==> src/hw/tmf_pkg.sv <==
package tmf_pkg;
  localparam logic [7:0] SHARED_FLAGS_IO = 8'h36;
  localparam logic [7:0] IO_TO_DATA_OFFSET = 8'h20;
  localparam logic [7:0] SHARED_FLAGS_DATA = 8'h56;
  localparam logic [7:0] SHARED_MASK_IO = 8'h37;
  localparam logic [7:0] SHARED_MASK_DATA = 8'h57;
  localparam logic [7:0] EXT_FLAGS_DATA = 8'h7c;
  localparam logic [7:0] EXT_MASK_DATA = 8'h7d;
  localparam logic [7:0] IO_SPACE_LAST = 8'h3f;
  localparam logic [7:0] REG_RESET = 8'h00;
  // Shared register bit positions
  localparam int U1_CAPTURE_BIT = 5;
  localparam int U1_CMP_A_BIT = 4;
  localparam int U1_CMP_B_BIT = 3;
  localparam int U1_OVERFLOW_BIT = 2;
  localparam logic [7:0] SHARED_U1_BITS = 8'h3c;
  // Extended register bit positions
  localparam int U3_CAPTURE_BIT = 5;
  localparam int U3_CMP_A_BIT = 4;
  localparam int U3_CMP_B_BIT = 3;
  localparam int U3_OVERFLOW_BIT = 2;
  localparam int U3_CMP_C_BIT = 1;
  localparam int U1_CMP_C_BIT = 0;
  localparam logic [7:0] EXT_USED_BITS = 8'h3f;
  // Waveform generation modes with overflow at MAX/TOP wrap
  localparam logic [3:0] WGM_NORMAL = 4'h0;
  localparam logic [3:0] WGM_CLR_CMP = 4'h4;
  localparam logic [3:0] WGM_CLR_CAP = 4'hc;

  // Events of one 16-bit timer unit, in timer clock terms
  typedef struct packed {
    logic tick;
    logic capture_edge;
    logic capture_is_top;
    logic at_top;
    logic at_bottom;
    logic overflow;
    logic [3:0] wgm;
    logic match_a;
    logic match_b;
    logic match_c;
    logic force_a;
    logic force_b;
    logic force_c;
  } tmf_unit_ev_t;

  // Flags of one unit, capture/a/b/overflow/c
  typedef struct packed {
    logic capture;
    logic cmp_a;
    logic cmp_b;
    logic overflow;
    logic cmp_c;
  } tmf_unit_set_t;

  // CPU access port
  typedef struct packed {
    logic io_en;
    logic data_en;
    logic wr;
    logic rd;
    logic [7:0] addr;
    logic [7:0] wdata;
  } tmf_cpu_req_t;
endpackage

==> src/hw/tmf_sync2.sv <==
`timescale 1ns/1ps
`default_nettype none
module tmf_sync2 #(
  parameter int WIDTH = 2
) (
  input wire logic clk,
  input wire logic rst_n,
  input wire logic [WIDTH-1:0] async_in,
  output logic [WIDTH-1:0] sync_out
);
  logic [WIDTH-1:0] stage1;

  always_ff @(posedge clk or negedge rst_n) begin
    if (!rst_n) begin
      stage1 <= '0;
      sync_out <= '0;
    end else begin
      stage1 <= async_in;
      sync_out <= stage1;
    end
  end
endmodule
`default_nettype wire

==> src/hw/tmf_unit_events.sv <==
`timescale 1ns/1ps
`default_nettype none
module tmf_unit_events (
  input wire logic clk,
  input wire logic rst_n,
  input wire tmf_pkg::tmf_unit_ev_t ev,
  input wire logic cap_pin_sync,
  output tmf_pkg::tmf_unit_set_t set
);
  logic cap_prev;
  logic pending_a;
  logic pending_b;
  logic pending_c;
  logic ovf_by_mode;

  // Edge of the already synchronised capture pin
  always_ff @(posedge clk or negedge rst_n) begin
    if (!rst_n) begin
      cap_prev <= 1'b0;
    end else begin
      cap_prev <= cap_pin_sync;
    end
  end

  // Match latched, flag raised on the next timer tick
  always_ff @(posedge clk or negedge rst_n) begin
    if (!rst_n) begin
      pending_a <= 1'b0;
      pending_b <= 1'b0;
      pending_c <= 1'b0;
    end else if (ev.tick) begin
      pending_a <= ev.match_a && !ev.force_a;
      pending_b <= ev.match_b && !ev.force_b;
      pending_c <= ev.match_c && !ev.force_c;
    end
  end

  always_comb begin
    unique case (ev.wgm)
      tmf_pkg::WGM_NORMAL, tmf_pkg::WGM_CLR_CMP, tmf_pkg::WGM_CLR_CAP: begin
        ovf_by_mode = ev.overflow;
      end
      default: begin
        // PWM modes: overflow strobe from the counter's own mode logic
        ovf_by_mode = ev.overflow || (ev.at_bottom && ev.at_top);
      end
    endcase
  end

  always_comb begin
    set.capture = (cap_pin_sync && !cap_prev && !ev.capture_is_top) ||
                  (ev.tick && ev.capture_is_top && ev.at_top);
    set.cmp_a = ev.tick && pending_a;
    set.cmp_b = ev.tick && pending_b;
    set.cmp_c = ev.tick && pending_c;
    set.overflow = ev.tick && ovf_by_mode;
  end
endmodule
`default_nettype wire

==> src/hw/tmf_irq_flags.sv <==
`timescale 1ns/1ps
`default_nettype none
module tmf_irq_flags (
  // Clock and reset
  input wire logic REF_CLK,
  input wire logic RESET_N,
  // Configuration
  input wire logic LEGACY_MODE,
  input wire logic GLOBAL_IRQ_EN,
  // Shared mask bits held outside this block
  input wire logic [7:0] SHARED_MASK,
  // CPU access
  input wire tmf_pkg::tmf_cpu_req_t CPU_REQ,
  output logic [7:0] CPU_RDATA,
  output logic CPU_RVALID,
  // Vector execution acknowledges, one per flag
  input wire tmf_pkg::tmf_unit_set_t U1_VECTOR_ACK,
  input wire tmf_pkg::tmf_unit_set_t U3_VECTOR_ACK,
  // Timer unit events
  input wire tmf_pkg::tmf_unit_ev_t U1_EV,
  input wire tmf_pkg::tmf_unit_ev_t U3_EV,
  // Capture pins
  input wire logic U1_CAPTURE_PIN,
  input wire logic U3_CAPTURE_PIN,
  // Interrupt requests, capture/a/b/overflow/c
  output tmf_pkg::tmf_unit_set_t U1_IRQ,
  output tmf_pkg::tmf_unit_set_t U3_IRQ,
  // Flag images
  output logic [7:0] SHARED_FLAGS,
  output logic [7:0] EXT_FLAGS
);
  logic [1:0] pin_sync;
  tmf_pkg::tmf_unit_set_t u1_set;
  tmf_pkg::tmf_unit_set_t u3_set;
  logic [7:0] shared_flags;
  logic [7:0] ext_flags;
  logic [7:0] ext_mask;
  logic shared_hit;
  logic ext_flags_hit;
  logic ext_mask_hit;
  logic [7:0] shared_w1c;
  logic [7:0] ext_w1c;
  logic [7:0] shared_set;
  logic [7:0] ext_set;
  logic [7:0] shared_ack;
  logic [7:0] ext_ack;
  logic [7:0] next_shared_flags;
  logic [7:0] next_ext_flags;
  logic [7:0] next_rdata;

  tmf_sync2 #(
    .WIDTH(2)
  ) u_pin_sync (
    .clk(REF_CLK),
    .rst_n(RESET_N),
    .async_in({U3_CAPTURE_PIN, U1_CAPTURE_PIN}),
    .sync_out(pin_sync)
  );

  tmf_unit_events u_unit1 (
    .clk(REF_CLK),
    .rst_n(RESET_N),
    .ev(U1_EV),
    .cap_pin_sync(pin_sync[0]),
    .set(u1_set)
  );

  tmf_unit_events u_unit3 (
    .clk(REF_CLK),
    .rst_n(RESET_N),
    .ev(U3_EV),
    .cap_pin_sync(pin_sync[1]),
    .set(u3_set)
  );

  // Address decode
  always_comb begin
    shared_hit = (CPU_REQ.io_en && CPU_REQ.addr == tmf_pkg::SHARED_FLAGS_IO) ||
                 (CPU_REQ.data_en && CPU_REQ.addr == tmf_pkg::SHARED_FLAGS_DATA);
    // Extended space only through data-space access
    ext_flags_hit = CPU_REQ.data_en && !LEGACY_MODE &&
                    CPU_REQ.addr == tmf_pkg::EXT_FLAGS_DATA;
    ext_mask_hit = CPU_REQ.data_en && !LEGACY_MODE &&
                   CPU_REQ.addr == tmf_pkg::EXT_MASK_DATA;
  end

  // Hardware set sources placed at register positions
  always_comb begin
    shared_set = tmf_pkg::REG_RESET;
    shared_set[tmf_pkg::U1_CAPTURE_BIT] = u1_set.capture;
    shared_set[tmf_pkg::U1_CMP_A_BIT] = u1_set.cmp_a;
    shared_set[tmf_pkg::U1_CMP_B_BIT] = u1_set.cmp_b;
    shared_set[tmf_pkg::U1_OVERFLOW_BIT] = u1_set.overflow;
    ext_set = tmf_pkg::REG_RESET;
    ext_set[tmf_pkg::U3_CAPTURE_BIT] = u3_set.capture;
    ext_set[tmf_pkg::U3_CMP_A_BIT] = u3_set.cmp_a;
    ext_set[tmf_pkg::U3_CMP_B_BIT] = u3_set.cmp_b;
    ext_set[tmf_pkg::U3_OVERFLOW_BIT] = u3_set.overflow;
    ext_set[tmf_pkg::U3_CMP_C_BIT] = u3_set.cmp_c;
    ext_set[tmf_pkg::U1_CMP_C_BIT] = u1_set.cmp_c;
  end

  // Vector execution clears
  always_comb begin
    shared_ack = tmf_pkg::REG_RESET;
    shared_ack[tmf_pkg::U1_CAPTURE_BIT] = U1_VECTOR_ACK.capture;
    shared_ack[tmf_pkg::U1_CMP_A_BIT] = U1_VECTOR_ACK.cmp_a;
    shared_ack[tmf_pkg::U1_CMP_B_BIT] = U1_VECTOR_ACK.cmp_b;
    shared_ack[tmf_pkg::U1_OVERFLOW_BIT] = U1_VECTOR_ACK.overflow;
    ext_ack = tmf_pkg::REG_RESET;
    ext_ack[tmf_pkg::U3_CAPTURE_BIT] = U3_VECTOR_ACK.capture;
    ext_ack[tmf_pkg::U3_CMP_A_BIT] = U3_VECTOR_ACK.cmp_a;
    ext_ack[tmf_pkg::U3_CMP_B_BIT] = U3_VECTOR_ACK.cmp_b;
    ext_ack[tmf_pkg::U3_OVERFLOW_BIT] = U3_VECTOR_ACK.overflow;
    ext_ack[tmf_pkg::U3_CMP_C_BIT] = U3_VECTOR_ACK.cmp_c;
    ext_ack[tmf_pkg::U1_CMP_C_BIT] = U1_VECTOR_ACK.cmp_c;
  end

  // One-writes clear; zero bits leave the flag alone
  always_comb begin
    shared_w1c = (CPU_REQ.wr && shared_hit) ? CPU_REQ.wdata : tmf_pkg::REG_RESET;
    ext_w1c = (CPU_REQ.wr && ext_flags_hit) ? CPU_REQ.wdata : tmf_pkg::REG_RESET;
  end

  // Set wins over any clear in the same cycle
  always_comb begin
    next_shared_flags = ((shared_flags & ~(shared_w1c | shared_ack)) | shared_set) &
                        tmf_pkg::SHARED_U1_BITS;
    next_ext_flags = ((ext_flags & ~(ext_w1c | ext_ack)) | ext_set) &
                     tmf_pkg::EXT_USED_BITS;
  end

  always_ff @(posedge REF_CLK or negedge RESET_N) begin
    if (!RESET_N) begin
      shared_flags <= tmf_pkg::REG_RESET;
    end else begin
      shared_flags <= next_shared_flags;
    end
  end

  always_ff @(posedge REF_CLK or negedge RESET_N) begin
    if (!RESET_N) begin
      ext_flags <= tmf_pkg::REG_RESET;
    end else begin
      ext_flags <= next_ext_flags;
    end
  end

  // Extended mask register
  always_ff @(posedge REF_CLK or negedge RESET_N) begin
    if (!RESET_N) begin
      ext_mask <= tmf_pkg::REG_RESET;
    end else if (LEGACY_MODE) begin
      ext_mask <= tmf_pkg::REG_RESET;
    end else if (CPU_REQ.wr && ext_mask_hit) begin
      ext_mask <= CPU_REQ.wdata & tmf_pkg::EXT_USED_BITS;
    end
  end

  // Read data, one cycle after the request
  always_comb begin
    next_rdata = tmf_pkg::REG_RESET;
    if (shared_hit) begin
      next_rdata = shared_flags;
    end else if (ext_flags_hit) begin
      next_rdata = ext_flags;
    end else if (ext_mask_hit) begin
      next_rdata = ext_mask;
    end
  end

  always_ff @(posedge REF_CLK or negedge RESET_N) begin
    if (!RESET_N) begin
      CPU_RDATA <= tmf_pkg::REG_RESET;
      CPU_RVALID <= 1'b0;
    end else begin
      CPU_RDATA <= next_rdata;
      CPU_RVALID <= CPU_REQ.rd && (shared_hit || ext_flags_hit || ext_mask_hit);
    end
  end

  // Interrupt requests gated by mask and global enable
  always_ff @(posedge REF_CLK or negedge RESET_N) begin
    if (!RESET_N) begin
      U1_IRQ <= '0;
      U3_IRQ <= '0;
    end else begin
      U1_IRQ.capture <= GLOBAL_IRQ_EN && SHARED_MASK[tmf_pkg::U1_CAPTURE_BIT] &&
                        next_shared_flags[tmf_pkg::U1_CAPTURE_BIT];
      U1_IRQ.cmp_a <= GLOBAL_IRQ_EN && SHARED_MASK[tmf_pkg::U1_CMP_A_BIT] &&
                      next_shared_flags[tmf_pkg::U1_CMP_A_BIT];
      U1_IRQ.cmp_b <= GLOBAL_IRQ_EN && SHARED_MASK[tmf_pkg::U1_CMP_B_BIT] &&
                      next_shared_flags[tmf_pkg::U1_CMP_B_BIT];
      U1_IRQ.overflow <= GLOBAL_IRQ_EN && SHARED_MASK[tmf_pkg::U1_OVERFLOW_BIT] &&
                         next_shared_flags[tmf_pkg::U1_OVERFLOW_BIT];
      U1_IRQ.cmp_c <= GLOBAL_IRQ_EN && !LEGACY_MODE && ext_mask[tmf_pkg::U1_CMP_C_BIT] &&
                      next_ext_flags[tmf_pkg::U1_CMP_C_BIT];
      U3_IRQ.capture <= GLOBAL_IRQ_EN && !LEGACY_MODE && ext_mask[tmf_pkg::U3_CAPTURE_BIT] &&
                        next_ext_flags[tmf_pkg::U3_CAPTURE_BIT];
      U3_IRQ.cmp_a <= GLOBAL_IRQ_EN && !LEGACY_MODE && ext_mask[tmf_pkg::U3_CMP_A_BIT] &&
                      next_ext_flags[tmf_pkg::U3_CMP_A_BIT];
      U3_IRQ.cmp_b <= GLOBAL_IRQ_EN && !LEGACY_MODE && ext_mask[tmf_pkg::U3_CMP_B_BIT] &&
                      next_ext_flags[tmf_pkg::U3_CMP_B_BIT];
      U3_IRQ.overflow <= GLOBAL_IRQ_EN && !LEGACY_MODE && ext_mask[tmf_pkg::U3_OVERFLOW_BIT] &&
                         next_ext_flags[tmf_pkg::U3_OVERFLOW_BIT];
      U3_IRQ.cmp_c <= GLOBAL_IRQ_EN && !LEGACY_MODE && ext_mask[tmf_pkg::U3_CMP_C_BIT] &&
                      next_ext_flags[tmf_pkg::U3_CMP_C_BIT];
    end
  end

  // Flag images
  always_ff @(posedge REF_CLK or negedge RESET_N) begin
    if (!RESET_N) begin
      SHARED_FLAGS <= tmf_pkg::REG_RESET;
      EXT_FLAGS <= tmf_pkg::REG_RESET;
    end else begin
      SHARED_FLAGS <= next_shared_flags;
      EXT_FLAGS <= next_ext_flags;
    end
  end
endmodule
`default_nettype wire

==> config.mk <==
export PLATFORM = sky130hd
export DESIGN_NAME = tmf_irq_flags
export DESIGN_NICKNAME = d
export VERILOG_FILES = /design/src/hw/tmf_pkg.sv /design/src/hw/tmf_sync2.sv /design/src/hw/tmf_unit_events.sv /design/src/hw/tmf_irq_flags.sv
export SDC_FILE = /design/constraint.sdc
export NUM_CORES = 1
export LEC_CHECK = 0
export BUFFER_PORTS_ARGS = -buffer_cell sky130_fd_sc_hd__buf_2
export CAP_MARGIN = 40
export CORE_UTILIZATION = 40
export DETAILED_ROUTE_END_ITERATION = 8
export PLACE_DENSITY = 0.78
export SLEW_MARGIN = 25
export SYNTH_ARGS = -nofsm -noshare
export SYNTH_HDL_FRONTEND = slang
export SYNTH_HIERARCHICAL = 1
export SYNTH_SLANG_ARGS = --single-unit
==> constraint.sdc <==
create_clock -name REF_CLK -period 0.95 [get_ports REF_CLK]
set_input_delay 0.095 -clock REF_CLK [delete_from_list [all_inputs] [get_ports REF_CLK]]
set_output_delay 0.095 -clock REF_CLK [all_outputs]
set_load 0.02 [all_outputs]
==> run metrics <==
initial antenna violation count 0; number of DRC markers in iteration 0 77; RSZ-0062 raised after global routing yes; syn_area_per_cell 10.54 sq um; placed cell areas 0.002825 sq mm; Worst R2R Path Depth 4; Crit Path Class reg2reg; WL/cell 13.50 microns; Pins Over Slew Limit 0; Leak Pwr 0.001669 uW; Detail Route Antenna Nets 0; Tcrit/Tclk final 102.9%; largest net degree at the start of global routing 46; Layout area overhead 59.05%; Yosys cell types 30; worst hold path class in2reg; proportion of layout cells with a drive suffix above 1 52.89%; Fin. Hold Viols 0; Setup WS post-layout -0.02717 ns; first-pass GRT wire length 7962 microns; remaining global-route overflow 0; VDD IR max 897.2 uV; final net count 405; Reg2Reg Setup Slack -0.03 ns; vias per inst 4.772; Sink Count 45; Total GRT Usage 19.37%; # H-tree levels 2; max_cap viols 0; worst slack, placed -0.3456 ns; number of synthesized flops with an enable pin 0; Critical Path Start u_pin_sync/sync_out[0]$_DFF_PN0_; Syn Inst Count 200; Vert. Die Dim 74.60 microns; TritonCTS clock tree yes; Arrival @ worst endpoint 1.18 ns; clock slew at reported path FFs 0.08 ns; skew final 0.005585 ns; Req. time, crit path 1.15 ns; Synth Register Bits 45; Worst-Skew Late Latency 0.29 ns; clock root buffer master clkbuf_8; post-synth top area share 53.41%; Yosys warning total 6; vias 1904; router iterations before antenna repair 4; outcome finished with violations; RePlAce Congestion 0.7774; share of synthesized registers carrying an async set or reset 100.0%; total CTS buffers 5; top area cells in the synthesized netlist dfrtp_1 53%, a21oi_1 4.7%, a211oi_1 3.6%; post-route cell area 0.003353 sq mm; CTS Buffer Depth 2; Ports 111; Synth Flop Type dfrtp_1; DIE AREA 0.005565 sq mm; # DRC 0; # setup viols final 9; row cnt 26; Worst Setup Start Kind flop; synthesized area 0.002108 sq mm; worst r2r dst U1_IRQ[4]$_DFF_PN0_; routed wire length 5388 microns; Die Wd 74.60 microns; Detailed Place HPWL 3818 microns; crit path capture U1_IRQ[4]$_DFF_PN0_; final core utilization 65.65%; Period minus WS final 0.9772 ns; Starting Density 41.28%; crit-path max FO 2; Yosys top cell by area dfrtp_1; sequential cell area fraction in the yosys report 53.41%; r2r startpoint u_pin_sync/sync_out[0]$_DFF_PN0_; crit end category flop; ant diodes 0; number of I/O port buffers 94; failing checks negative setup slack; vias in the first global route 1762; Synth top cells by count 45 x dfrtp_1, 20 x a21oi_1, 20 x nand2_1; most common cell in the netlist dfrtp_1; Setup Total Neg Slack -0.08856 ns; Max Clk Rate 1.023 GHz; core area 0.005107 sq mm; PwrDens 1294 mW/mm^2
-- area by class of cell --
class / count / area (sq um)
sequential: 45 / 1126
timing repair buffer: 129 / 897.1
tap: 70 / 87.58
inverter: 17 / 63.81
multi-input combinational: 131 / 1075
fill: 401 / 1754
clock buffer: 5 / 68.82
clock inverter: 2 / 35.03
-- worst min path at each step --
| stage | cells past startpoint | startpoint | end | slack (ns) |
|---|---|---|---|---|
| 2_1_floorplan | 0 | RESET_N | CPU_RDATA[0]$_DFF_PN0_ | -0.20 |
| 3_3_place_gp | 2 | RESET_N | U3_IRQ[0]$_DFF_PN0_ | 0.09 |
| 3_5_place_dp | 2 | RESET_N | U3_IRQ[0]$_DFF_PN0_ | 0.09 |
| 4_1_cts | 2 | CPU_REQ[16] | CPU_RVALID$_DFF_PN0_ | 0.005 |
| 5_1_grt | 2 | CPU_REQ[16] | CPU_RVALID$_DFF_PN0_ | 0.02 |
| 6_report | 2 | CPU_REQ[16] | CPU_RVALID$_DFF_PN0_ | 0.008 |
-- power breakdown --
| part | internal (uW) | switching [uW] | total, uW |
|---|---|---|---|
| Sequential | 2000 | 55.3 | 2050 |
| Combinational | 451 | 453 | 904 |
| Clock | 765 | 618 | 1380 |
| Total | 3210 | 1130 | 4340 |
-- layout by cell type (no fill, tap or decap), types with 3 or more instances in the layout --
master	n
nand2b_1	3
o2bb2ai_2	4
buf_2	78
o21a_1	3
a21oi_2	9
dlygate4sd3_1	7
dfrtp_1	45
inv_1	17
buf_6	17
and2_4	4
nand3b_1	5
a211oi_1	6
clkbuf_8	5
mux2i_1	3
buf_4	24
a211oi_2	3
nor2_2	3
a21oi_1	10
nand2_1	19
conb_1	8
o22ai_1	4
and2b_1	3
nor2b_1	11
mux2_4	4
-- worst max-delay path: stages (launching register included) --
cell      delay [ns]
dfrtp_1         0.35
nand2b_1        0.07
o21ai_2         0.16
nor2_2          0.08
a211oi_2        0.23
-- what timing repair did --
action / CTS / global route
buffers inserted: 10 / 2
pin swaps: 0 / 6
gates cloned: 0 / 1
setup endpoints to repair: 30 / 41
resized for setup: 17 / 48
endpoints found under the hold margin: 51 / 0
hold buffers: 7 / 0
-- flip-flops by register name (all words and copies together) (netlist names) --
name,cells
CPU_RVALID,1
SHARED_FLAGS,4
ext_flags,6
u_unit3/cap_prev,1
u_unit1/pending_a,1
U1_IRQ,5
U3_IRQ,5
ext_mask,6
u_unit1/pending_b,1
u_unit3/pending_c,1
u_pin_sync/stage1,2
u_unit3/pending_a,1
u_unit3/pending_b,1
u_pin_sync/sync_out,2
CPU_RDATA,6
u_unit1/cap_prev,1
u_unit1/pending_c,1
-- metrics by stage --
step / hold WS [ns] / instances / total power (uW)
floorplan: -0.2006 / 207 / 2438
global placement: 0.09431 / 372 / 2739
detailed placement: 0.09289 / 372 / 2753
CTS: 0.005168 / 396 / 4257
global route: 0.02163 / 399 / 4549
finish: 0.008415 / 399 / 4340
-- cells by family (layout without fill, tap and decap cells) --
logic type / count (synthesis) / after routing / share of synthesized area [%]
and+or+nand+nor: 63 / 63 / 18.16
DFF: 45 / 45 / 53.41
buffers and inverters: 31 / 153 / 7.359
other: 1 / 8 / 0.1779
AOI/OAI and AO/OA: 48 / 48 / 14.84
muxes: 12 / 12 / 6.053
-- layer usage --
layer	up-vias	wire length (microns)	global-route usage [%]
li1	926	-	-
met1	908	2304	24.83
met2	65	2742	32.83
met3	5	311	5.556
met4	0	29	3.774
met5	-	0	0
(Power assumes the default switching activity.)
